<file path="config.mk">
export PLATFORM = sky130hd
export DESIGN_NAME = rsc_top
export DESIGN_NICKNAME = d
export VERILOG_FILES = /design/src/rsc_pkg.sv /design/src/rsc_top.sv
export SDC_FILE = /design/constraint.sdc
export NUM_CORES = 1
export LEC_CHECK = 0
export CAP_MARGIN = 10
export CORE_MARGIN = 1.5
export CORE_UTILIZATION = 39
export CTS_CLUSTER_DIAMETER = 60
export DETAILED_ROUTE_END_ITERATION = 7
export DONT_BUFFER_PORTS = 1
export HOLD_SLACK_MARGIN = 0.08
export PLACE_DENSITY = 0.61
export SLEW_MARGIN = 5
export SYNTH_ARGS = -nofsm -noshare
export SYNTH_HDL_FRONTEND = slang
export SYNTH_SLANG_ARGS = --single-unit
</file>
<file path="constraint.sdc">
create_clock -name clk -period 5.2 [get_ports clk]
set_clock_uncertainty 0.05 [all_clocks]
set_input_delay 1.56 -clock clk [delete_from_list [all_inputs] [get_ports clk]]
set_output_delay 1.56 -clock clk [all_outputs]
set_load 0.005 [all_outputs]
</file>
<file path="src/rsc_pkg.sv">
// Notes on behaviour
// - Reset output asserts at once when the core regulator drops out of spec.
// - Control bit 6 selects reset output polarity while reset is active.
// - On core recovery a delay runs; reset clears only when it expires.
// - Reset release delay comes from control bits 1:0: 0, 50, 100 or 150 ms.
// - Default control contents give a 100 ms reset release delay.
// - Control bits 5:4 choose which regulators feed power-good.
// - Monitor C, D or E alone, or A, C, D, E together; never B.
// - Control bit 7 selects power-good output polarity.
// - Once monitored outputs are good a delay runs, then power-good asserts.
// - Power-good delay comes from control bits 3:2: 0, 50, 100 or 150 ms.
// - Default power-good delay is 100 ms.
// - Power-up loads defaults; reset output starts with a 100 ms delay.
// - Enable low: shutdown, settings lost; enable high restarts with defaults.
// - Serial traffic is accepted only while enable is high.
// - Reset and power-good outputs do not work while regulator B is off.
// - Strap low or high picks the core regulator default voltage code.
// - Address select pin is the low bit of the slave address.
// - Five 8-bit regulator registers, one control, one on/off register.
// - Each regulator switches and sets its voltage independently.
// - One on/off bit per regulator; 1 on, 0 off, all in one write.
// - Regulator register bit 5: 1 active discharge, 0 load discharge; default 1.
`default_nettype none
package rsc_pkg;
   localparam int REG_COUNT = 5;
   localparam int CODE_W = 5;
   localparam int REG_A = 0;
   localparam int REG_B = 1;
   localparam int REG_C = 2;
   localparam int REG_D = 3;
   localparam int REG_E = 4;
   localparam logic [7:0] ADDR_REG_BASE = 8'h00;
   localparam logic [7:0] ADDR_RSTPG = 8'h05;
   localparam logic [7:0] ADDR_ONOFF = 8'h06;
   localparam logic [5:0] DEV_TYPE_ID = 6'h04;
   localparam int DISCH_BIT = 5;
   localparam int DLY_RST_LSB = 0;
   localparam int DLY_PG_LSB = 2;
   localparam int MON_SEL_LSB = 4;
   localparam int POL_RST_BIT = 6;
   localparam int POL_PG_BIT = 7;
   localparam logic [7:0] RSTPG_DEFAULT = 8'h8A;
   localparam logic [4:0] ONOFF_DEFAULT = 5'h03;
   localparam logic DISCH_DEFAULT = 1'b1;
   localparam logic [7:0] DLY_STEP_MS = 8'h32;
   localparam int MS_NS = 1000000;
   localparam int CLK_PERIOD_NS = 10;
   localparam int MS_CYCLES_DEFAULT = MS_NS / CLK_PERIOD_NS;

   typedef enum logic [1:0] {
      RSC_MON_ACDE,
      RSC_MON_C,
      RSC_MON_D,
      RSC_MON_E
   } rsc_mon_type;

   typedef struct packed {
      logic discharge;
      logic [CODE_W-1:0] code;
   } rsc_setting_type;

   typedef struct packed {
      logic valid;
      logic [7:0] addr;
      logic [7:0] data;
   } rsc_wr_type;

   // delay code to milliseconds
   function automatic logic [7:0] rsc_delay_ms(input logic [1:0] f);
      logic [7:0] ms;
      ms = 8'h00;
      case (f)
         2'h1: ms = DLY_STEP_MS;
         2'h2: ms = 8'(DLY_STEP_MS << 1);
         2'h3: ms = 8'(DLY_STEP_MS * 8'h03);
         default: ms = 8'h00;
      endcase
      return ms;
   endfunction
endpackage
`default_nettype wire

</file>
<file path="src/rsc_top.sv">
`default_nettype none
module rsc_top #(
   parameter int MS_CYCLES = rsc_pkg::MS_CYCLES_DEFAULT,
   parameter logic [4:0] CORE_CODE_LOW = 5'h00,
   parameter logic [4:0] CORE_CODE_HIGH = 5'h10,
   parameter logic [4:0] OTHER_CODE_DEFAULT = 5'h00
) (
   input wire logic clk,
   input wire logic rst,
   input wire logic en,
   input wire logic address_select_pin,
   input wire logic core_default_strap,
   input wire logic scl,
   input wire logic sda_i,
   output logic sda_o,
   output logic sda_oe,
   input wire logic [4:0] reg_in_spec,
   output logic [4:0] reg_on,
   output rsc_pkg::rsc_setting_type [4:0] reg_setting,
   output logic supervisor_reset_out,
   output logic supervisor_reset_oe,
   output logic power_good_out,
   output logic power_good_oe
);
   localparam int PW = $clog2(MS_CYCLES + 1);
   localparam logic [PW-1:0] PRE_LAST = PW'(MS_CYCLES - 1);
   localparam logic [PW-1:0] PRE_ONE = PW'(1);

   if (MS_CYCLES < 1) begin : g_chk
      $error("MS_CYCLES must be at least one");
   end

   typedef enum logic [2:0] {
      S_IDLE,
      S_RX,
      S_ACK,
      S_TX,
      S_TXACK
   } rsc_bus_state_type;

   typedef enum logic [1:0] {
      P_ADDR,
      P_PTR,
      P_DATA
   } rsc_phase_type;

   rsc_pkg::rsc_setting_type [4:0] setting_r;
   logic [4:0] onoff_r;
   logic [7:0] rstpg_r;
   logic init_r;
   rsc_pkg::rsc_wr_type wr_r;

   rsc_bus_state_type st_r;
   rsc_phase_type phase_r;
   logic scl_q;
   logic sda_q;
   logic [7:0] sh_r;
   logic [3:0] cnt_r;
   logic rw_r;
   logic nack_r;
   logic [7:0] ptr_r;
   logic drive_low_r;

   logic rst_act_r;
   logic [PW-1:0] rst_pre_r;
   logic [7:0] rst_ms_r;
   logic pg_r;
   logic [PW-1:0] pg_pre_r;
   logic [7:0] pg_ms_r;
   logic sup_out_r;
   logic pg_out_r;
   logic out_ok_r;

   logic start_c;
   logic stop_c;
   logic rise_c;
   logic fall_c;
   logic core_ok;
   logic mon_ok;
   logic [7:0] rst_tgt;
   logic [7:0] pg_tgt;
   logic [7:0] rd_byte;

   function automatic logic [7:0] read_reg(input logic [7:0] a);
      logic [7:0] d;
      d = 8'h00;
      if (a < 8'(rsc_pkg::REG_COUNT)) begin
         d[rsc_pkg::DISCH_BIT] = setting_r[a[2:0]].discharge;
         d[rsc_pkg::CODE_W-1:0] = setting_r[a[2:0]].code;
      end else if (a == rsc_pkg::ADDR_RSTPG) begin
         d = rstpg_r;
      end else if (a == rsc_pkg::ADDR_ONOFF) begin
         d = {3'h0, onoff_r};
      end
      return d;
   endfunction

   always_comb begin
      rd_byte = read_reg(ptr_r);
   end

   // bus line events
   assign start_c = scl && scl_q && sda_q && !sda_i;
   assign stop_c = scl && scl_q && !sda_q && sda_i;
   assign rise_c = scl && !scl_q;
   assign fall_c = !scl && scl_q;
   assign sda_o = 1'b0;
   assign sda_oe = drive_low_r;

   always_ff @(posedge clk or posedge rst) begin
      if (rst) begin
         scl_q <= 1'b1;
         sda_q <= 1'b1;
      end else begin
         scl_q <= scl;
         sda_q <= sda_i;
      end
   end

   // serial slave engine
   always_ff @(posedge clk or posedge rst) begin
      if (rst) begin
         st_r <= S_IDLE;
         phase_r <= P_ADDR;
         sh_r <= 8'h00;
         cnt_r <= 4'h0;
         rw_r <= 1'b0;
         nack_r <= 1'b1;
         ptr_r <= 8'h00;
         drive_low_r <= 1'b0;
         wr_r <= '0;
      end else begin
         wr_r.valid <= 1'b0;
         if (!en || init_r) begin
            st_r <= S_IDLE;
            phase_r <= P_ADDR;
            ptr_r <= 8'h00;
            drive_low_r <= 1'b0;
         end else if (start_c) begin
            st_r <= S_RX;
            phase_r <= P_ADDR;
            cnt_r <= 4'h0;
            drive_low_r <= 1'b0;
         end else if (stop_c) begin
            st_r <= S_IDLE;
            drive_low_r <= 1'b0;
         end else begin
            case (st_r)
               S_RX: begin
                  if (rise_c) begin
                     sh_r <= {sh_r[6:0], sda_i};
                     cnt_r <= cnt_r + 4'h1;
                  end else if (fall_c && cnt_r == 4'h8) begin
                     st_r <= S_ACK;
                     drive_low_r <= 1'b1;
                     if (phase_r == P_ADDR) begin
                        if (sh_r[7:1] == {rsc_pkg::DEV_TYPE_ID, address_select_pin}) begin
                           rw_r <= sh_r[0];
                           phase_r <= P_PTR;
                        end else begin
                           st_r <= S_IDLE;
                           drive_low_r <= 1'b0;
                        end
                     end else if (phase_r == P_PTR) begin
                        ptr_r <= sh_r;
                        phase_r <= P_DATA;
                     end else begin
                        wr_r.valid <= 1'b1;
                        wr_r.addr <= ptr_r;
                        wr_r.data <= sh_r;
                        ptr_r <= ptr_r + 8'h01;
                     end
                  end
               end
               S_ACK: begin
                  if (fall_c) begin
                     cnt_r <= 4'h0;
                     if (rw_r && phase_r == P_PTR) begin
                        st_r <= S_TX;
                        sh_r <= rd_byte;
                        ptr_r <= ptr_r + 8'h01;
                        drive_low_r <= !rd_byte[7];
                     end else begin
                        st_r <= S_RX;
                        drive_low_r <= 1'b0;
                     end
                  end
               end
               S_TX: begin
                  if (fall_c) begin
                     if (cnt_r == 4'h7) begin
                        st_r <= S_TXACK;
                        drive_low_r <= 1'b0;
                     end else begin
                        sh_r <= {sh_r[6:0], 1'b0};
                        drive_low_r <= !sh_r[6];
                        cnt_r <= cnt_r + 4'h1;
                     end
                  end
               end
               S_TXACK: begin
                  if (rise_c) begin
                     nack_r <= sda_i;
                  end else if (fall_c) begin
                     if (nack_r) begin
                        st_r <= S_IDLE;
                     end else begin
                        st_r <= S_TX;
                        cnt_r <= 4'h0;
                        sh_r <= rd_byte;
                        ptr_r <= ptr_r + 8'h01;
                        drive_low_r <= !rd_byte[7];
                     end
                  end
               end
               default: begin
                  drive_low_r <= 1'b0;
               end
            endcase
         end
      end
   end

   // defaults reload on every enable rise
   always_ff @(posedge clk or posedge rst) begin
      if (rst) begin
         init_r <= 1'b1;
      end else begin
         init_r <= !en;
      end
   end

   // register file
   always_ff @(posedge clk or posedge rst) begin
      if (rst) begin
         for (int i = 0; i < rsc_pkg::REG_COUNT; i++) begin
            setting_r[i] <= '0;
         end
         onoff_r <= 5'h00;
         rstpg_r <= 8'h00;
      end else if (init_r) begin
         for (int i = 0; i < rsc_pkg::REG_COUNT; i++) begin
            setting_r[i].discharge <= rsc_pkg::DISCH_DEFAULT;
            setting_r[i].code <= OTHER_CODE_DEFAULT;
         end
         setting_r[rsc_pkg::REG_A].code <= core_default_strap ? CORE_CODE_HIGH : CORE_CODE_LOW;
         onoff_r <= rsc_pkg::ONOFF_DEFAULT;
         rstpg_r <= rsc_pkg::RSTPG_DEFAULT;
      end else if (wr_r.valid) begin
         if (wr_r.addr < 8'(rsc_pkg::REG_COUNT)) begin
            setting_r[wr_r.addr[2:0]].discharge <= wr_r.data[rsc_pkg::DISCH_BIT];
            setting_r[wr_r.addr[2:0]].code <= wr_r.data[rsc_pkg::CODE_W-1:0];
         end else if (wr_r.addr == rsc_pkg::ADDR_RSTPG) begin
            rstpg_r <= wr_r.data;
         end else if (wr_r.addr == rsc_pkg::ADDR_ONOFF) begin
            onoff_r <= wr_r.data[4:0];
         end
      end
   end

   assign reg_setting = setting_r;
   assign reg_on = en ? onoff_r : 5'h00;

   assign core_ok = reg_in_spec[rsc_pkg::REG_A];
   assign rst_tgt = rsc_pkg::rsc_delay_ms(rstpg_r[rsc_pkg::DLY_RST_LSB +: 2]);
   assign pg_tgt = rsc_pkg::rsc_delay_ms(rstpg_r[rsc_pkg::DLY_PG_LSB +: 2]);

   always_comb begin
      case (rsc_pkg::rsc_mon_type'(rstpg_r[rsc_pkg::MON_SEL_LSB +: 2]))
         rsc_pkg::RSC_MON_C: mon_ok = reg_in_spec[rsc_pkg::REG_C];
         rsc_pkg::RSC_MON_D: mon_ok = reg_in_spec[rsc_pkg::REG_D];
         rsc_pkg::RSC_MON_E: mon_ok = reg_in_spec[rsc_pkg::REG_E];
         default: mon_ok = reg_in_spec[rsc_pkg::REG_A] && reg_in_spec[rsc_pkg::REG_C]
                        && reg_in_spec[rsc_pkg::REG_D] && reg_in_spec[rsc_pkg::REG_E];
      endcase
   end

   // reset supervisor
   always_ff @(posedge clk or posedge rst) begin
      if (rst) begin
         rst_act_r <= 1'b1;
         rst_pre_r <= '0;
         rst_ms_r <= 8'h00;
      end else if (init_r) begin
         rst_act_r <= 1'b1;
         rst_pre_r <= '0;
         rst_ms_r <= 8'h00;
      end else if (!core_ok) begin
         rst_act_r <= 1'b1;
         rst_pre_r <= '0;
         rst_ms_r <= 8'h00;
      end else if (rst_act_r) begin
         if (rst_ms_r >= rst_tgt) begin
            rst_act_r <= 1'b0;
         end else if (rst_pre_r == PRE_LAST) begin
            rst_pre_r <= '0;
            rst_ms_r <= rst_ms_r + 8'h01;
         end else begin
            rst_pre_r <= rst_pre_r + PRE_ONE;
         end
      end
   end

   // power-good supervisor
   always_ff @(posedge clk or posedge rst) begin
      if (rst) begin
         pg_r <= 1'b0;
         pg_pre_r <= '0;
         pg_ms_r <= 8'h00;
      end else if (init_r || !mon_ok) begin
         pg_r <= 1'b0;
         pg_pre_r <= '0;
         pg_ms_r <= 8'h00;
      end else if (!pg_r) begin
         // assert after delay, default 100 ms
         if (pg_ms_r >= pg_tgt) begin
            pg_r <= 1'b1;
         end else if (pg_pre_r == PRE_LAST) begin
            pg_pre_r <= '0;
            pg_ms_r <= pg_ms_r + 8'h01;
         end else begin
            pg_pre_r <= pg_pre_r + PRE_ONE;
         end
      end
   end

   // output pins
   always_ff @(posedge clk or posedge rst) begin
      if (rst) begin
         sup_out_r <= 1'b0;
         pg_out_r <= 1'b0;
         out_ok_r <= 1'b0;
      end else begin
         // dead while B off, dead while disabled
         out_ok_r <= en && !init_r && onoff_r[rsc_pkg::REG_B];
         sup_out_r <= rstpg_r[rsc_pkg::POL_RST_BIT] ? rst_act_r : !rst_act_r;
         pg_out_r <= rstpg_r[rsc_pkg::POL_PG_BIT] ? pg_r : !pg_r;
      end
   end

   assign supervisor_reset_out = out_ok_r && sup_out_r;
   assign supervisor_reset_oe = out_ok_r;
   assign power_good_out = out_ok_r && pg_out_r;
   assign power_good_oe = out_ok_r;
endmodule
`default_nettype wire

</file>
# Yosys cells after proc, flatten, opt, wreduce, memory -nomap -nowiden
# Index checks and enable logic that the tools add are counted.
[word_totals]
inputBits = 12
wordCells = 315
output_inout_bits = 41
register_bits = 146
[classes]
reduce_logical = 59
magnitude_cmp = 7
muxes = 135
eq_ne = 67
bitwise_logic = 6
n_addsub = 6
[op_table]
columns = ["op", "count"]
rows = [
  ["$mux 17", 17],
  ["$mux 8", 34],
  ["$mux 30", 3],
  ["$pmux 8 s3", 3],
  ["$bwmux 30", 2],
  ["$ne 3x3->1 const B", 16],
  ["$mux 5", 9],
  ["$ne 5x5->1 const B", 8],
  ["$demux 6 s3", 2],
  ["$mux 4", 9],
  ["$add 17x1->17 const B", 2],
  ["$eq 17x17->1 const B", 2],
  ["$eq 8x3->1 const B", 4],
  ["$pmux 8 s4", 1],
  ["$mux 3", 10],
  ["$mux 2", 14],
  ["$add 8x1->8 const B", 3],
  ["$ne 2x2->1 const B", 12],
  ["$reduce_and 8->1", 3],
  ["$mux 1", 23],
  ["$bmux 6 s3", 1],
  ["$mux 6", 3],
  ["$logic_and 1x1->1", 17],
  ["$ge 8x8->1", 2],
  ["38 further kinds", 80],
]

# Longest topological paths before layout
# Gate-level depths: netlist of the first run.
[logic_depth]
word_depth = 12
ltp_mapped = 13
depth_no_buf = 13

# Worst setup path before layout of the first run
# No wires, ideal clock.
[synth_path]
kind = "input -> output"
from = "input port en"
to = "output port reg_on[2]"
t_arrival_ps = 1703
setup_slack_ps = 1887
required_ps = 3590
cell_stages = 1
path_buffers = 0
path_cell_list = "and2_1"
[synth_via]
elab_chain_len = 1
[synth_rtl]
columns = ["element", "line", "text"]
rows = [
  ["start: declaration", "rsc_top.sv:10", "input wire logic en,"],
  ["$mux 5", "rsc_top.sv:262", "assign reg_on = en ? onoff_r : 5'h00;"],
  ["end: declaration", "rsc_top.sv:18", "output logic [4:0] reg_on,"],
]
# Every way passes these cells.

# Worst setup path in the final report of the first run
[layout_path]
from = "input port en"
to = "output port reg_on[1]"
# The elaborated chain is that of the path after synthesis.

==> results of run 1 <==
-- synth_stat cells (12+ instances only) --
master / n / area, um^2
sky130_fd_sc_hd__nor2_1: 96 / 360
sky130_fd_sc_hd__nand4_1: 18 / 113
sky130_fd_sc_hd__xor2_1: 17 / 149
sky130_fd_sc_hd__nor2b_1: 12 / 75.1
sky130_fd_sc_hd__dfrtp_1: 141 / 3530
sky130_fd_sc_hd__mux2i_1: 41 / 410
sky130_fd_sc_hd__o31ai_1: 12 / 90.1
sky130_fd_sc_hd__ha_1: 31 / 388
sky130_fd_sc_hd__nand3_1: 36 / 180
sky130_fd_sc_hd__buf_2: 12 / 60.1
sky130_fd_sc_hd__clkbuf_1: 17 / 63.8
sky130_fd_sc_hd__a21oi_1: 46 / 230
sky130_fd_sc_hd__and2_1: 12 / 75.1
sky130_fd_sc_hd__inv_1: 39 / 146
sky130_fd_sc_hd__o21ai_0: 42 / 210
sky130_fd_sc_hd__mux2_2: 22 / 248
sky130_fd_sc_hd__nand2b_1: 12 / 75.1
sky130_fd_sc_hd__and3_1: 19 / 119
sky130_fd_sc_hd__nand2_1: 59 / 221
-- layout make-up --
cell class,instances,area (um^2)
sequential,146,3660
clock inverter,9,129
clock buffer,22,484
inverter,39,150
fill,2040,11800
timing repair buffer,3,35.0
multi-input combinational,642,4340
tap,275,344
-- worst reg2reg max path, cell delays in order, from the launching register on --
cell and delay, ps:
sky130_fd_sc_hd__dfrtp_1 430, sky130_fd_sc_hd__inv_1 90, sky130_fd_sc_hd__ha_1 190, sky130_fd_sc_hd__or2_2 310, sky130_fd_sc_hd__inv_1 70, sky130_fd_sc_hd__ha_1 220, sky130_fd_sc_hd__nand3b_1 80, sky130_fd_sc_hd__a31oi_1 150
sky130_fd_sc_hd__nor2_2 540, sky130_fd_sc_hd__nor2_1 240, sky130_fd_sc_hd__or4_1 540, sky130_fd_sc_hd__o211ai_1 100
-- stage by stage --
step	std cells	util	setup slack (ps)	power (mW)	area (um^2)
final	1136	0.436	1830	2.50	9140
after global routing	1136	0.436	1820	2.58	9140
after CTS	1136	0.436	1810	2.52	9140
after detailed placement	1105	0.407	1690	1.24	8530
after global placement	1105	0.407	1720	1.24	8530
after floorplan	865	-	1760	1.22	8320
-- flip-flops by register name, summed over array words and instances, names as in the netlist, 2 cells and up --
signal and flops:
wr_r 17, cnt_r 4, phase_r 2, rst_ms_r 8, reg_setting 30, ptr_r 8, pg_pre_r 17, pg_ms_r 8
rstpg_r 8, st_r 3, sh_r 8, onoff_r 5, rst_pre_r 17
-- power by group --
part	total [mW]	internal [mW]	switching (mW)
Combinational	0.0659	0.0154	0.0505
Clock	1.29	0.801	0.487
Sequential	1.15	1.14	0.00640
-- cell families (layout without fill, tap and decap cells) --
group	after synthesis	in the layout	share of synthesized area
and+or+nand+nor	340	340	0.222
AOI/OAI and AO/OA	180	180	0.145
DFF	146	146	0.440
buffers and inverters	77	73	0.0385
muxes	63	63	0.0791
adders and majority gates	31	31	0.0466
xor gates and xnor gates	27	27	0.0284
other	1	1	0.000451
-- worst paths after layout --
kind / startpoint / end
setup / recovery: en / reg_on[1]
hold / removal: pg_r / pg_out_r
setup reg to reg: rstpg_r[2] / pg_pre_r[3]
hold reg to reg: pg_r / pg_out_r
max in group asynchronous: rst / sda_oe
min in group asynchronous: rst / pg_pre_r[6]
-- routing by layer --
metal / share of wire / track usage / vias up
met1: 0.47 / 0.253 / 3172
met2: 0.45 / 0.269 / 138
li1: - / - / 3078
met4: 0.019 / 0.0609 / 0
met3: 0.060 / 0.0578 / 27
met5: 0 / 0 / -
==> flow_results.xml, run 1 <==
<?xml version="1.0" encoding="UTF-8"?>
<metrics>
  <group name="floorplanning">
    <metric name="fp.dieArea" unit="mm^2">0.0222</metric>
    <metric name="fp.coreArea" unit="mm^2">0.0210</metric>
    <metric name="core.rowCount" unit="">53</metric>
    <metric name="floorplan.die.height" unit="um">149</metric>
    <metric name="start_util" unit="">0.397</metric>
    <metric name="top_ports" unit="">53</metric>
    <metric name="dieWidth" unit="um">149</metric>
  </group>
  <group name="drt">
    <metric name="detail_route.vias_per_cell" unit="">5.65</metric>
    <metric name="via_count" unit="">6415</metric>
    <metric name="wirelength" unit="mm">19.5</metric>
    <metric name="first_iter_violations" unit="">394</metric>
    <metric name="drc" unit="">0</metric>
    <metric name="firstDrtPassIters" unit="">5</metric>
    <metric name="antenna_left" unit="">0</metric>
    <metric name="wl_per_cell" unit="um">17.1</metric>
  </group>
  <group name="clock_network">
    <metric name="cts_post_setup_buffers_inserted" unit="">0</metric>
    <metric name="cts_tree" unit="">done</metric>
    <metric name="post_cts_hold_buffer_count" unit="">0</metric>
    <metric name="cts-buffers-inserted" unit="">17</metric>
    <metric name="insertion_delay_to_the_later_sink_of_the_worst_skew_pair" unit="ps">430</metric>
    <metric name="tritoncts_num_sinks" unit="">146</metric>
    <metric name="clkTransAtPathRegs" unit="ps">60</metric>
    <metric name="ctsRootBufferMaster" unit="">sky130_fd_sc_hd__clkbuf_16</metric>
    <metric name="postCtsResizedCells" unit="">0</metric>
    <metric name="ctsLongestPathBuffers" unit="">2</metric>
    <metric name="cts_htree_levels" unit="">4</metric>
  </group>
  <group name="timing">
    <metric name="grt_setup_unrepaired" unit="">false</metric>
    <metric name="hold-worst-slack" unit="ps">434</metric>
    <metric name="final_period_minus_worst_setup_slack" unit="ps">3370</metric>
    <metric name="setup_tns" unit="ps">0</metric>
    <metric name="relSlewSlack" unit="">0.422</metric>
    <metric name="timing.final.setup_violations" unit="">0</metric>
    <metric name="number_of_failing_hold_endpoints_at_the_final_stage" unit="">0</metric>
    <metric name="timing.fmax" unit="MHz">297</metric>
    <metric name="final-max-slew-violation-count" unit="">0</metric>
    <metric name="fin_crit_sh" unit="">0.648</metric>
    <metric name="worst-slew-pin-transition" unit="ps">867</metric>
  </group>
  <group name="place">
    <metric name="hpwl" unit="mm">13.1</metric>
    <metric name="placement.io_buffers" unit="">0</metric>
    <metric name="gp_routability_congestion" unit="">0.840</metric>
  </group>
  <group name="global_routing">
    <metric name="grt.overflow.total" unit="">0</metric>
    <metric name="grt_antenna_before_repair" unit="">0</metric>
    <metric name="track_usage" unit="">0.183</metric>
    <metric name="first_global_vias" unit="">6045</metric>
    <metric name="maximum_number_of_pins_on_one_net_before_global_route_repair" unit="">147</metric>
    <metric name="first_pass_grt_wire_length" unit="mm">32.0</metric>
  </group>
  <group name="power">
    <metric name="irDropWorstVdd" unit="uV">244</metric>
    <metric name="cellPowerDensity" unit="mW/mm^2">274</metric>
    <metric name="power.leakage" unit="nW">3.88</metric>
  </group>
  <group name="logic_synthesis">
    <metric name="ys_warn_count" unit="">0</metric>
    <metric name="synth_cell_types" unit="">78</metric>
    <metric name="synth_ff_type" unit="">sky130_fd_sc_hd__dfrtp_1</metric>
    <metric name="mean_area_per_synthesized_cell" unit="um^2">9.62</metric>
    <metric name="mappedNetlistNets" unit="">908</metric>
    <metric name="synth-seq-area-share" unit="">0.440</metric>
    <metric name="async_reset_ff_frac" unit="">1.00</metric>
    <metric name="syn_inst" unit="">865</metric>
    <metric name="mappedNetlistArea" unit="mm^2">0.00832</metric>
    <metric name="post_synthesis_sequential_element_count" unit="">146</metric>
    <metric name="synth-edff-count" unit="">0</metric>
  </group>
  <group name="worst_setup_path">
    <metric name="critical_path.startpoint_type" unit="">primary input</metric>
    <metric name="path_depth" unit="">1</metric>
    <metric name="path_class" unit="">in2out</metric>
    <metric name="path_buf_inv" unit="">0</metric>
    <metric name="critical_path.cell_chain" unit="">and2_1</metric>
    <metric name="critical_path_required" unit="ps">3590</metric>
    <metric name="crit_path_max_fanout" unit="">7</metric>
    <metric name="critical_path.endpoint_type" unit="">output pin</metric>
    <metric name="worst_reg_to_reg_setup_slack" unit="ps">2120</metric>
    <metric name="slowest_stage" unit="">sky130_fd_sc_hd__and2_1</metric>
    <metric name="worst_r2r_path_depth" unit="">11</metric>
    <metric name="cp_top_family" unit="">simple AND/OR/NAND/NOR gates</metric>
    <metric name="timing.critical_path.slowest_cell_delay" unit="ps">200</metric>
    <metric name="cp.arrival" unit="ps">1760</metric>
  </group>
  <group name="cells_and_area">
    <metric name="final_net_count" unit="">892</metric>
    <metric name="final_layout_size_suffix_gt1_frac" unit="">0.106</metric>
    <metric name="insertedDiodeCount" unit="">0</metric>
    <metric name="most_frequent_standard_cell_in_the_layout_excluding_fill_and_tap_cells" unit="">sky130_fd_sc_hd__dfrtp_1</metric>
    <metric name="mostFrequentLayoutCells" unit="">141 x sky130_fd_sc_hd__dfrtp_1, 96 x sky130_fd_sc_hd__nor2_1, 59 x sky130_fd_sc_hd__nand2_1</metric>
    <metric name="layout-area-overhead-vs-synth" unit="%">9.88</metric>
  </group>
  <group name="status">
    <metric name="run_status" unit="">finished, final reports clean</metric>
  </group>
  <group name="min_path">
    <metric name="holdPathStages" unit="">1</metric>
    <metric name="worstHoldPathType" unit="">reg2reg</metric>
  </group>
  <group name="run">
    <metric name="drv.max_cap_violation_count" unit="">0</metric>
  </group>
</metrics>
Power figures use the tool's default switching activity.
==> inputs of run 2 (changes only) <==
--- a/config.mk
+++ b/config.mk
@@ -5,6 +5,7 @@
 export SDC_FILE = /design/constraint.sdc
 export NUM_CORES = 1
 export LEC_CHECK = 0
+export ABC_AREA = 1
 export CAP_MARGIN = 10
 export CORE_MARGIN = 1.5
 export CORE_UTILIZATION = 39
==> constraint.sdc (replaced) <==
create_clock -name clk -period 2.99 [get_ports clk]
set_clock_uncertainty 0.05 [all_clocks]
set_input_delay 0.897 -clock clk [delete_from_list [all_inputs] [get_ports clk]]
set_output_delay 0.897 -clock clk [all_outputs]
set_load 0.005 [all_outputs]
==> run 2 against run 1 <==
Cell count increased by 37%. Sequential share of layout area decreased by 3.2 points. Combinational power rose to 8.5 times the previous value. Wire length rose by 15%. Synthesized area grew 8.0%. Largest cell class unchanged. Count of clock-buffer cells in the layout is 3 lower. Sequential power grew 89%. Global-route usage grew 1.5 points.
==> flow_results.xml, run 2 <==
<?xml version="1.0" encoding="UTF-8"?>
<metrics>
  <group name="status">
    <metric name="run_status" unit="">finished, final reports clean</metric>
  </group>
  <group name="clock_network">
    <metric name="cts_tree" unit="">done</metric>
    <metric name="cts_htree_levels" unit="">4</metric>
    <metric name="tritoncts_num_sinks" unit="">146</metric>
    <metric name="ctsRootBufferMaster" unit="">sky130_fd_sc_hd__clkbuf_16</metric>
    <metric name="post_cts_hold_buffer_count" unit="">0</metric>
    <metric name="ctsLongestPathBuffers" unit="">2</metric>
    <metric name="clkTransAtPathRegs" unit="ps">60</metric>
    <metric name="cts-buffers-inserted" unit="">17</metric>
    <metric name="cts_post_setup_buffers_inserted" unit="">0</metric>
    <metric name="postCtsResizedCells" unit="">0</metric>
    <metric name="insertion_delay_to_the_later_sink_of_the_worst_skew_pair" unit="ps">430</metric>
  </group>
  <group name="cells_and_area">
    <metric name="multi_input_comb_area" unit="mm^2">0.00455</metric>
    <metric name="largest_register_ff_count" unit="">30</metric>
    <metric name="final_core_util" unit="">0.439</metric>
    <metric name="final_layout_size_suffix_gt1_frac" unit="">0.0896</metric>
    <metric name="mostFrequentLayoutCells" unit="">375 x sky130_fd_sc_hd__nand2_1, 153 x sky130_fd_sc_hd__nor2_1, 141 x sky130_fd_sc_hd__dfrtp_1</metric>
    <metric name="layout-area-overhead-vs-synth" unit="%">10.5</metric>
    <metric name="final_net_count" unit="">1303</metric>
    <metric name="insertedDiodeCount" unit="">0</metric>
    <metric name="nFillCells" unit="">2254</metric>
    <metric name="area.sequential" unit="mm^2">0.00366</metric>
    <metric name="most_frequent_standard_cell_in_the_layout_excluding_fill_and_tap_cells" unit="">sky130_fd_sc_hd__nand2_1</metric>
  </group>
  <group name="logic_synthesis">
    <metric name="ys_warn_count" unit="">0</metric>
    <metric name="post_synthesis_sequential_element_count" unit="">146</metric>
    <metric name="synth-seq-area-share" unit="">0.407</metric>
    <metric name="synth_area_leaders" unit="">sky130_fd_sc_hd__dfrtp_1 39%, sky130_fd_sc_hd__nand2_1 16%, sky130_fd_sc_hd__nor2_1 6.4%</metric>
    <metric name="mappedNetlistNets" unit="">1303</metric>
    <metric name="post-synth-top-area-cell" unit="">sky130_fd_sc_hd__dfrtp_1</metric>
    <metric name="syn_inst" unit="">1260</metric>
    <metric name="mappedNetlistArea" unit="mm^2">0.00898</metric>
    <metric name="synth_ff_type" unit="">sky130_fd_sc_hd__dfrtp_1</metric>
    <metric name="synth_cell_types" unit="">43</metric>
    <metric name="mean_area_per_synthesized_cell" unit="um^2">7.13</metric>
    <metric name="synth-edff-count" unit="">0</metric>
    <metric name="synth.most_common_cell" unit="">sky130_fd_sc_hd__nand2_1</metric>
    <metric name="synthTopCellsByCount" unit="">375 x sky130_fd_sc_hd__nand2_1, 153 x sky130_fd_sc_hd__nor2_1, 141 x sky130_fd_sc_hd__dfrtp_1, 141 x sky130_fd_sc_hd__inv_1, 105 x sky130_fd_sc_hd__nand3_1</metric>
    <metric name="async_reset_ff_frac" unit="">1.00</metric>
    <metric name="netlist.area_leader.share" unit="">0.393</metric>
  </group>
  <group name="min_path">
    <metric name="worstHoldPathType" unit="">in2reg</metric>
  </group>
  <group name="worst_setup_path">
    <metric name="critical_path_required" unit="ps">3240</metric>
    <metric name="critical_path.endpoint_type" unit="">flip-flop</metric>
    <metric name="path_buf_inv" unit="">2</metric>
    <metric name="crit_path_max_fanout" unit="">22</metric>
    <metric name="critical_path.startpoint_type" unit="">flip-flop</metric>
    <metric name="slowest_stage" unit="">sky130_fd_sc_hd__dfrtp_1</metric>
    <metric name="path_class" unit="">reg2reg</metric>
    <metric name="critical_path.cell_chain" unit="">inv_1 &gt; ha_1 &gt; inv_1 &gt; ha_1 &gt; a21oi_1 &gt; nor2_1 &gt; nor2_1 &gt; nand2_1 &gt; nand2_2 &gt; nand2_2 &gt; nand2_1 &gt; o21ai_2</metric>
    <metric name="cp_top_family" unit="">simple AND/OR/NAND/NOR gates</metric>
    <metric name="cp.arrival" unit="ps">2690</metric>
    <metric name="timing.critical_path.slowest_cell_delay" unit="ps">450</metric>
  </group>
  <group name="timing">
    <metric name="setup_tns" unit="ps">0</metric>
    <metric name="timing.fmax" unit="MHz">411</metric>
    <metric name="number_of_failing_hold_endpoints_at_the_final_stage" unit="">0</metric>
    <metric name="final_period_minus_worst_setup_slack" unit="ps">2430</metric>
    <metric name="fin_crit_sh" unit="">0.814</metric>
    <metric name="relSlewSlack" unit="">0.471</metric>
    <metric name="final-max-slew-violation-count" unit="">0</metric>
    <metric name="grt_setup_unrepaired" unit="">false</metric>
    <metric name="hold-worst-slack" unit="ps">408</metric>
    <metric name="worst-slew-pin-transition" unit="ps">792</metric>
    <metric name="timing.final.setup_violations" unit="">0</metric>
  </group>
  <group name="drt">
    <metric name="firstDrtPassIters" unit="">5</metric>
    <metric name="drc" unit="">0</metric>
    <metric name="wirelength" unit="mm">22.3</metric>
    <metric name="detail_route.vias_per_cell" unit="">5.08</metric>
    <metric name="via_count" unit="">7917</metric>
    <metric name="antenna_left" unit="">0</metric>
    <metric name="first_iter_violations" unit="">458</metric>
    <metric name="wl_per_cell" unit="um">14.3</metric>
  </group>
  <group name="floorplanning">
    <metric name="fp.dieArea" unit="mm^2">0.0240</metric>
    <metric name="core.rowCount" unit="">55</metric>
    <metric name="top_ports" unit="">53</metric>
    <metric name="start_util" unit="">0.397</metric>
    <metric name="floorplan.die.height" unit="um">155</metric>
    <metric name="dieWidth" unit="um">155</metric>
    <metric name="fp.coreArea" unit="mm^2">0.0226</metric>
  </group>
  <group name="place">
    <metric name="hpwl" unit="mm">16.3</metric>
    <metric name="gp_routability_congestion" unit="">0.888</metric>
    <metric name="placement.io_buffers" unit="">0</metric>
  </group>
  <group name="global_routing">
    <metric name="grt.overflow.total" unit="">0</metric>
    <metric name="first_global_vias" unit="">7429</metric>
    <metric name="first_pass_grt_wire_length" unit="mm">37.8</metric>
    <metric name="track_usage" unit="">0.197</metric>
    <metric name="maximum_number_of_pins_on_one_net_before_global_route_repair" unit="">38</metric>
    <metric name="grt_antenna_before_repair" unit="">0</metric>
  </group>
  <group name="run">
    <metric name="drv.max_cap_violation_count" unit="">0</metric>
  </group>
  <group name="power">
    <metric name="irDropWorstVdd" unit="uV">347</metric>
    <metric name="power" unit="mW">5.05</metric>
    <metric name="power.leakage" unit="nW">4.78</metric>
    <metric name="cellPowerDensity" unit="mW/mm^2">509</metric>
  </group>
</metrics>
run 2: metal layers:
metal | global-route usage | part of all wire | vias up
li1 | - | - | 4035
met1 | 0.271 | 0.48 | 3676
met2 | 0.315 | 0.46 | 173
met3 | 0.0370 | 0.044 | 33
met4 | 0.0632 | 0.020 | 0
met5 | 0 | 0 | -
run 2: kinds of logic after synthesis:
group                    share of synthesized area
XOR/XNOR                                    0.0146
buffers and inverters                       0.0863
adder cells (fa/ha/maj)                     0.0432
AND/OR/NAND/NOR                              0.358
AO/OA/AOI/OAI                               0.0900
flip-flops                                   0.407
other                                     0.000417
run 2: worst register-to-register path, delay by kind of cell, from the launching register on:
family,cells,cell delay (ps)
AND/OR/NAND/NOR,6,870
buffers and inverters,2,170
flip-flops,1,450
AO/OA/AOI/OAI,2,210
adder cells (fa/ha/maj),2,560
run 2: final timing paths:
kind / depth (start not counted) / to / from / slack [ps]
min: 0 / scl_q / scl / 410
min reg2reg: 2 / sh_r[0] / sh_r[0] / 430
max reg2reg: 12 / rst_ms_r[5] / rstpg_r[1] / 560
max: 12 / rst_ms_r[5] / rstpg_r[1] / 560
min in group asynchronous: 1 / pg_out_r / rst / 420
max in group asynchronous: 2 / init_r / rst / 1750
run 2: cell type report:
class,instances,area share
multi-input combinational,926,0.458
timing repair buffer,10,0.0126
tap,285,0.0359
sequential,146,0.369
clock buffer,19,0.0456
inverter,159,0.0607
clock inverter,13,0.0184
run 2: where the power goes:
| part | switching, mW | total, mW | internal (mW) |
|---|---|---|---|
| Sequential | 0.106 | 2.17 | 2.07 |
| Combinational | 0.379 | 0.562 | 0.183 |
| Clock | 0.877 | 2.32 | 1.44 |
| Total | 1.36 | 5.05 | 3.69 |
run 2: per-stage QoR:
stage,cell area (um^2),setup WS [ps],std cells
CTS,9930,532,1558
floorplan,8990,214,1260
detailed placement,9290,545,1526
finish,9930,555,1558
global placement,9290,601,1526
global route,9930,229,1558
==> inputs of run 3 (changes only) <==
--- a/config.mk
+++ b/config.mk
@@ -5,7 +5,7 @@
 export SDC_FILE = /design/constraint.sdc
 export NUM_CORES = 1
 export LEC_CHECK = 0
-export ABC_AREA = 1
+export ABC_AREA = 0
 export CAP_MARGIN = 10
 export CORE_MARGIN = 1.5
 export CORE_UTILIZATION = 39
@@ -13,7 +13,7 @@
 export DETAILED_ROUTE_END_ITERATION = 7
 export DONT_BUFFER_PORTS = 1
 export HOLD_SLACK_MARGIN = 0.08
-export PLACE_DENSITY = 0.61
+export PLACE_DENSITY = 0.59
 export SLEW_MARGIN = 5
 export SYNTH_ARGS = -nofsm -noshare
 export SYNTH_HDL_FRONTEND = slang
==> constraint.sdc (replaced) <==
create_clock -name clk -period 2.5 [get_ports clk]
set_clock_uncertainty 0.05 [all_clocks]
set_input_delay 0.75 -clock clk [delete_from_list [all_inputs] [get_ports clk]]
set_output_delay 0.75 -clock clk [all_outputs]
set_load 0.005 [all_outputs]
==> run 3 against run 2 <==
The flow now finishes with violations (negative setup slack). Clock power increased by 25%. Register-to-register slack got worse by 610 ps. Global-route usage decreased by 0.38 points. Sequential power increased by 10%. Design area increased by 1.6%. Via count decreased by 16%. Count of clock-buffer cells in the layout increased by 3. Largest power group unchanged.
==> flow_results.xml, run 3 (synthesis gave the netlist of run 1 again) <==
<?xml version="1.0" encoding="UTF-8"?>
<metrics>
  <group name="power">
    <metric name="clock_power_share" unit="">0.533</metric>
    <metric name="irDropWorstVdd" unit="uV">503</metric>
    <metric name="switching_share" unit="">0.208</metric>
    <metric name="power_frac_seq" unit="">0.438</metric>
    <metric name="power.net_switching" unit="mW">1.14</metric>
    <metric name="power.leakage" unit="nW">4.24</metric>
    <metric name="power_report.internal_total" unit="mW">4.32</metric>
    <metric name="cellPowerDensity" unit="mW/mm^2">541</metric>
    <metric name="combinational_group_share_of_total_power" unit="">0.030</metric>
  </group>
  <group name="timing">
    <metric name="final_period_minus_worst_setup_slack" unit="ps">2550</metric>
    <metric name="timing.fmax" unit="MHz">392</metric>
    <metric name="relSlewSlack" unit="">0.580</metric>
    <metric name="fin_crit_sh" unit="">1.02</metric>
    <metric name="number_of_failing_hold_endpoints_at_the_final_stage" unit="">0</metric>
    <metric name="setup_tns" unit="ps">-68.0</metric>
    <metric name="setup_slack" unit="ps">-53.6</metric>
    <metric name="timing.final.setup_violations" unit="">2</metric>
    <metric name="worst-slew-pin-transition" unit="ps">630</metric>
    <metric name="final-max-slew-violation-count" unit="">0</metric>
    <metric name="grt_setup_unrepaired" unit="">true</metric>
  </group>
  <group name="clock_network">
    <metric name="ctsRootBufferMaster" unit="">sky130_fd_sc_hd__clkbuf_16</metric>
    <metric name="cts-buffers-inserted" unit="">17</metric>
    <metric name="insertion_delay_to_the_later_sink_of_the_worst_skew_pair" unit="ps">430</metric>
    <metric name="ctsLongestPathBuffers" unit="">2</metric>
    <metric name="clkTransAtPathRegs" unit="ps">60</metric>
    <metric name="cts_htree_levels" unit="">4</metric>
    <metric name="cts_tree" unit="">done</metric>
    <metric name="tritoncts_num_sinks" unit="">146</metric>
  </group>
  <group name="worst_setup_path">
    <metric name="cp.arrival" unit="ps">2860</metric>
    <metric name="critical_path.endpoint_type" unit="">flip-flop</metric>
    <metric name="worst_r2r_path_depth" unit="">11</metric>
    <metric name="critical_path_required" unit="ps">2810</metric>
    <metric name="regToRegStartpoint" unit="">rstpg_r[0]</metric>
    <metric name="r2r-end" unit="">rst_pre_r[9]</metric>
    <metric name="crit_path_max_fanout" unit="">6</metric>
    <metric name="critical_path.startpoint_type" unit="">flip-flop</metric>
    <metric name="path_class" unit="">reg2reg</metric>
    <metric name="cp-endpoint" unit="">rst_pre_r[9]</metric>
    <metric name="launching_element_of_the_worst_setup_path" unit="">rstpg_r[0]</metric>
    <metric name="worst_reg_to_reg_setup_slack" unit="ps">-50</metric>
  </group>
  <group name="floorplanning">
    <metric name="core.rowCount" unit="">53</metric>
    <metric name="dieWidth" unit="um">149</metric>
    <metric name="fp.coreArea" unit="mm^2">0.0210</metric>
    <metric name="start_util" unit="">0.397</metric>
    <metric name="fp.dieArea" unit="mm^2">0.0222</metric>
    <metric name="top_ports" unit="">53</metric>
    <metric name="floorplan.die.height" unit="um">149</metric>
  </group>
  <group name="drt">
    <metric name="wl_met1" unit="mm">9.82</metric>
    <metric name="via_count" unit="">6624</metric>
    <metric name="firstDrtPassIters" unit="">5</metric>
    <metric name="detail_route.vias_per_cell" unit="">5.52</metric>
    <metric name="wl_met2" unit="mm">9.54</metric>
    <metric name="wirelength" unit="mm">20.7</metric>
    <metric name="drc" unit="">0</metric>
    <metric name="wl_per_cell" unit="um">17.3</metric>
    <metric name="maxUsedRoutingLayer" unit="">met4</metric>
    <metric name="antenna_left" unit="">0</metric>
    <metric name="first_iter_violations" unit="">325</metric>
    <metric name="routed-wl-met3" unit="mm">1.04</metric>
  </group>
  <group name="place">
    <metric name="gp_routability_congestion" unit="">0.836</metric>
    <metric name="hpwl" unit="mm">14.2</metric>
    <metric name="dpl_worst_slack" unit="ps">-125</metric>
    <metric name="placement.io_buffers" unit="">0</metric>
  </group>
  <group name="cells_and_area">
    <metric name="insertedDiodeCount" unit="">0</metric>
    <metric name="multi_input_comb_area" unit="mm^2">0.00469</metric>
    <metric name="final_net_count" unit="">955</metric>
    <metric name="area.sequential" unit="mm^2">0.00366</metric>
    <metric name="layout-area-overhead-vs-synth" unit="%">21.2</metric>
    <metric name="nFillCells" unit="">2017</metric>
    <metric name="largest_register_ff_count" unit="">30</metric>
    <metric name="final_layout_size_suffix_gt1_frac" unit="">0.223</metric>
    <metric name="final_core_util" unit="">0.481</metric>
    <metric name="most_frequent_standard_cell_in_the_layout_excluding_fill_and_tap_cells" unit="">sky130_fd_sc_hd__dfrtp_1</metric>
    <metric name="mostFrequentLayoutCells" unit="">138 x sky130_fd_sc_hd__dfrtp_1, 92 x sky130_fd_sc_hd__nor2_1, 59 x sky130_fd_sc_hd__nand2_1</metric>
  </group>
  <group name="global_routing">
    <metric name="grt.overflow.total" unit="">0</metric>
    <metric name="first_global_vias" unit="">6488</metric>
    <metric name="grt_antenna_before_repair" unit="">0</metric>
    <metric name="track_usage" unit="">0.194</metric>
    <metric name="first_pass_grt_wire_length" unit="mm">34.0</metric>
    <metric name="maximum_number_of_pins_on_one_net_before_global_route_repair" unit="">52</metric>
  </group>
  <group name="status">
    <metric name="failed_checks" unit="">negative setup slack</metric>
    <metric name="run_status" unit="">complete, but fails checks</metric>
  </group>
  <group name="min_path">
    <metric name="worstHoldPathType" unit="">in2async</metric>
  </group>
  <group name="run">
    <metric name="drv.max_cap_violation_count" unit="">0</metric>
  </group>
</metrics>
==> run 3: cell types whose count changed in the layout (fill, tap and decap cells not counted), sizes merged, moves of 41 or more <==
cell,before,now
nand2,389,60
inv,158,38
nand3,109,38
nor2,169,99
o21ai,111,44
buf,10,65
mux2i,0,41
==> run 3: what timing repair did <==
item | CTS | global route
setup buffers | 4 | 7
gates cloned | 0 | 1
setup endpoints to repair | 37 | 48
hold buffers | 0 | 0
pin swaps | 9 | 32
resized for setup | 31 | 54
==> run 3: stage by stage <==
step / hold WS (ps) / instances / power (mW) / instance area, um^2
floorplan: 389 / 865 / 2.53 / 8360
global placement: 429 / 1157 / 2.59 / 8990
detailed placement: 434 / 1157 / 2.59 / 8990
CTS: 190 / 1192 / 5.50 / 9780
global route: 212 / 1199 / 5.63 / 10100
finish: 186 / 1199 / 5.46 / 10100
==> run 3: metal layers <==
metal / global-route usage / vias up
met1: 0.262 / 3265
li1: - / 3212
met4: 0.0653 / 0
met2: 0.300 / 124
met5: 0 / -
met3: 0.0514 / 23
==> run 3: worst max-delay path, stage by stage (launching register included) <==
cell	delay, ps
sky130_fd_sc_hd__dfrtp_2	410
sky130_fd_sc_hd__inv_2	50
sky130_fd_sc_hd__ha_2	170
sky130_fd_sc_hd__or2_4	260
sky130_fd_sc_hd__inv_4	60
sky130_fd_sc_hd__ha_4	190
sky130_fd_sc_hd__nand2b_1	70
sky130_fd_sc_hd__a21boi_1	70
sky130_fd_sc_hd__o311a_4	320
sky130_fd_sc_hd__o21a_4	220
sky130_fd_sc_hd__or4_1	460
sky130_fd_sc_hd__a21oi_1	150
==> run 3: worst min path at each step <==
| stage | slack [ps] | depth (start not counted) | startpoint | end |
|---|---|---|---|---|
| final | 190 | 1 | rst | rst_pre_r[12] |
| after global routing | 210 | 1 | rst | pg_pre_r[8] |
| after CTS | 190 | 1 | rst | pg_pre_r[12] |
| after detailed placement | 430 | 1 | pg_r | pg_out_r |
| after global placement | 430 | 1 | pg_r | pg_out_r |
| after floorplan | 390 | 1 | pg_r | pg_out_r |
==> run 3: cell type report <==
cell class                      count  area share
Clock buffer                       22      0.0490
Clock inverter                      9      0.0174
Inverter                           39      0.0151
Multi-Input combinational cell    643       0.465
Sequential cell                   146       0.363
Tap cell                          275      0.0341
Timing Repair Buffer               65      0.0563
==> run 3: power by group through the flow <==
| stage | combinational [mW] | sequential (mW) | clock [mW] |
|---|---|---|---|
| floorplan | 0.106 | 2.43 | 0 |
| global placement | 0.159 | 2.43 | 0 |
| detailed placement | 0.159 | 2.43 | 0 |
| CTS | 0.160 | 2.39 | 2.96 |
| global route | 0.184 | 2.39 | 3.06 |
| finish | 0.162 | 2.39 | 2.91 |
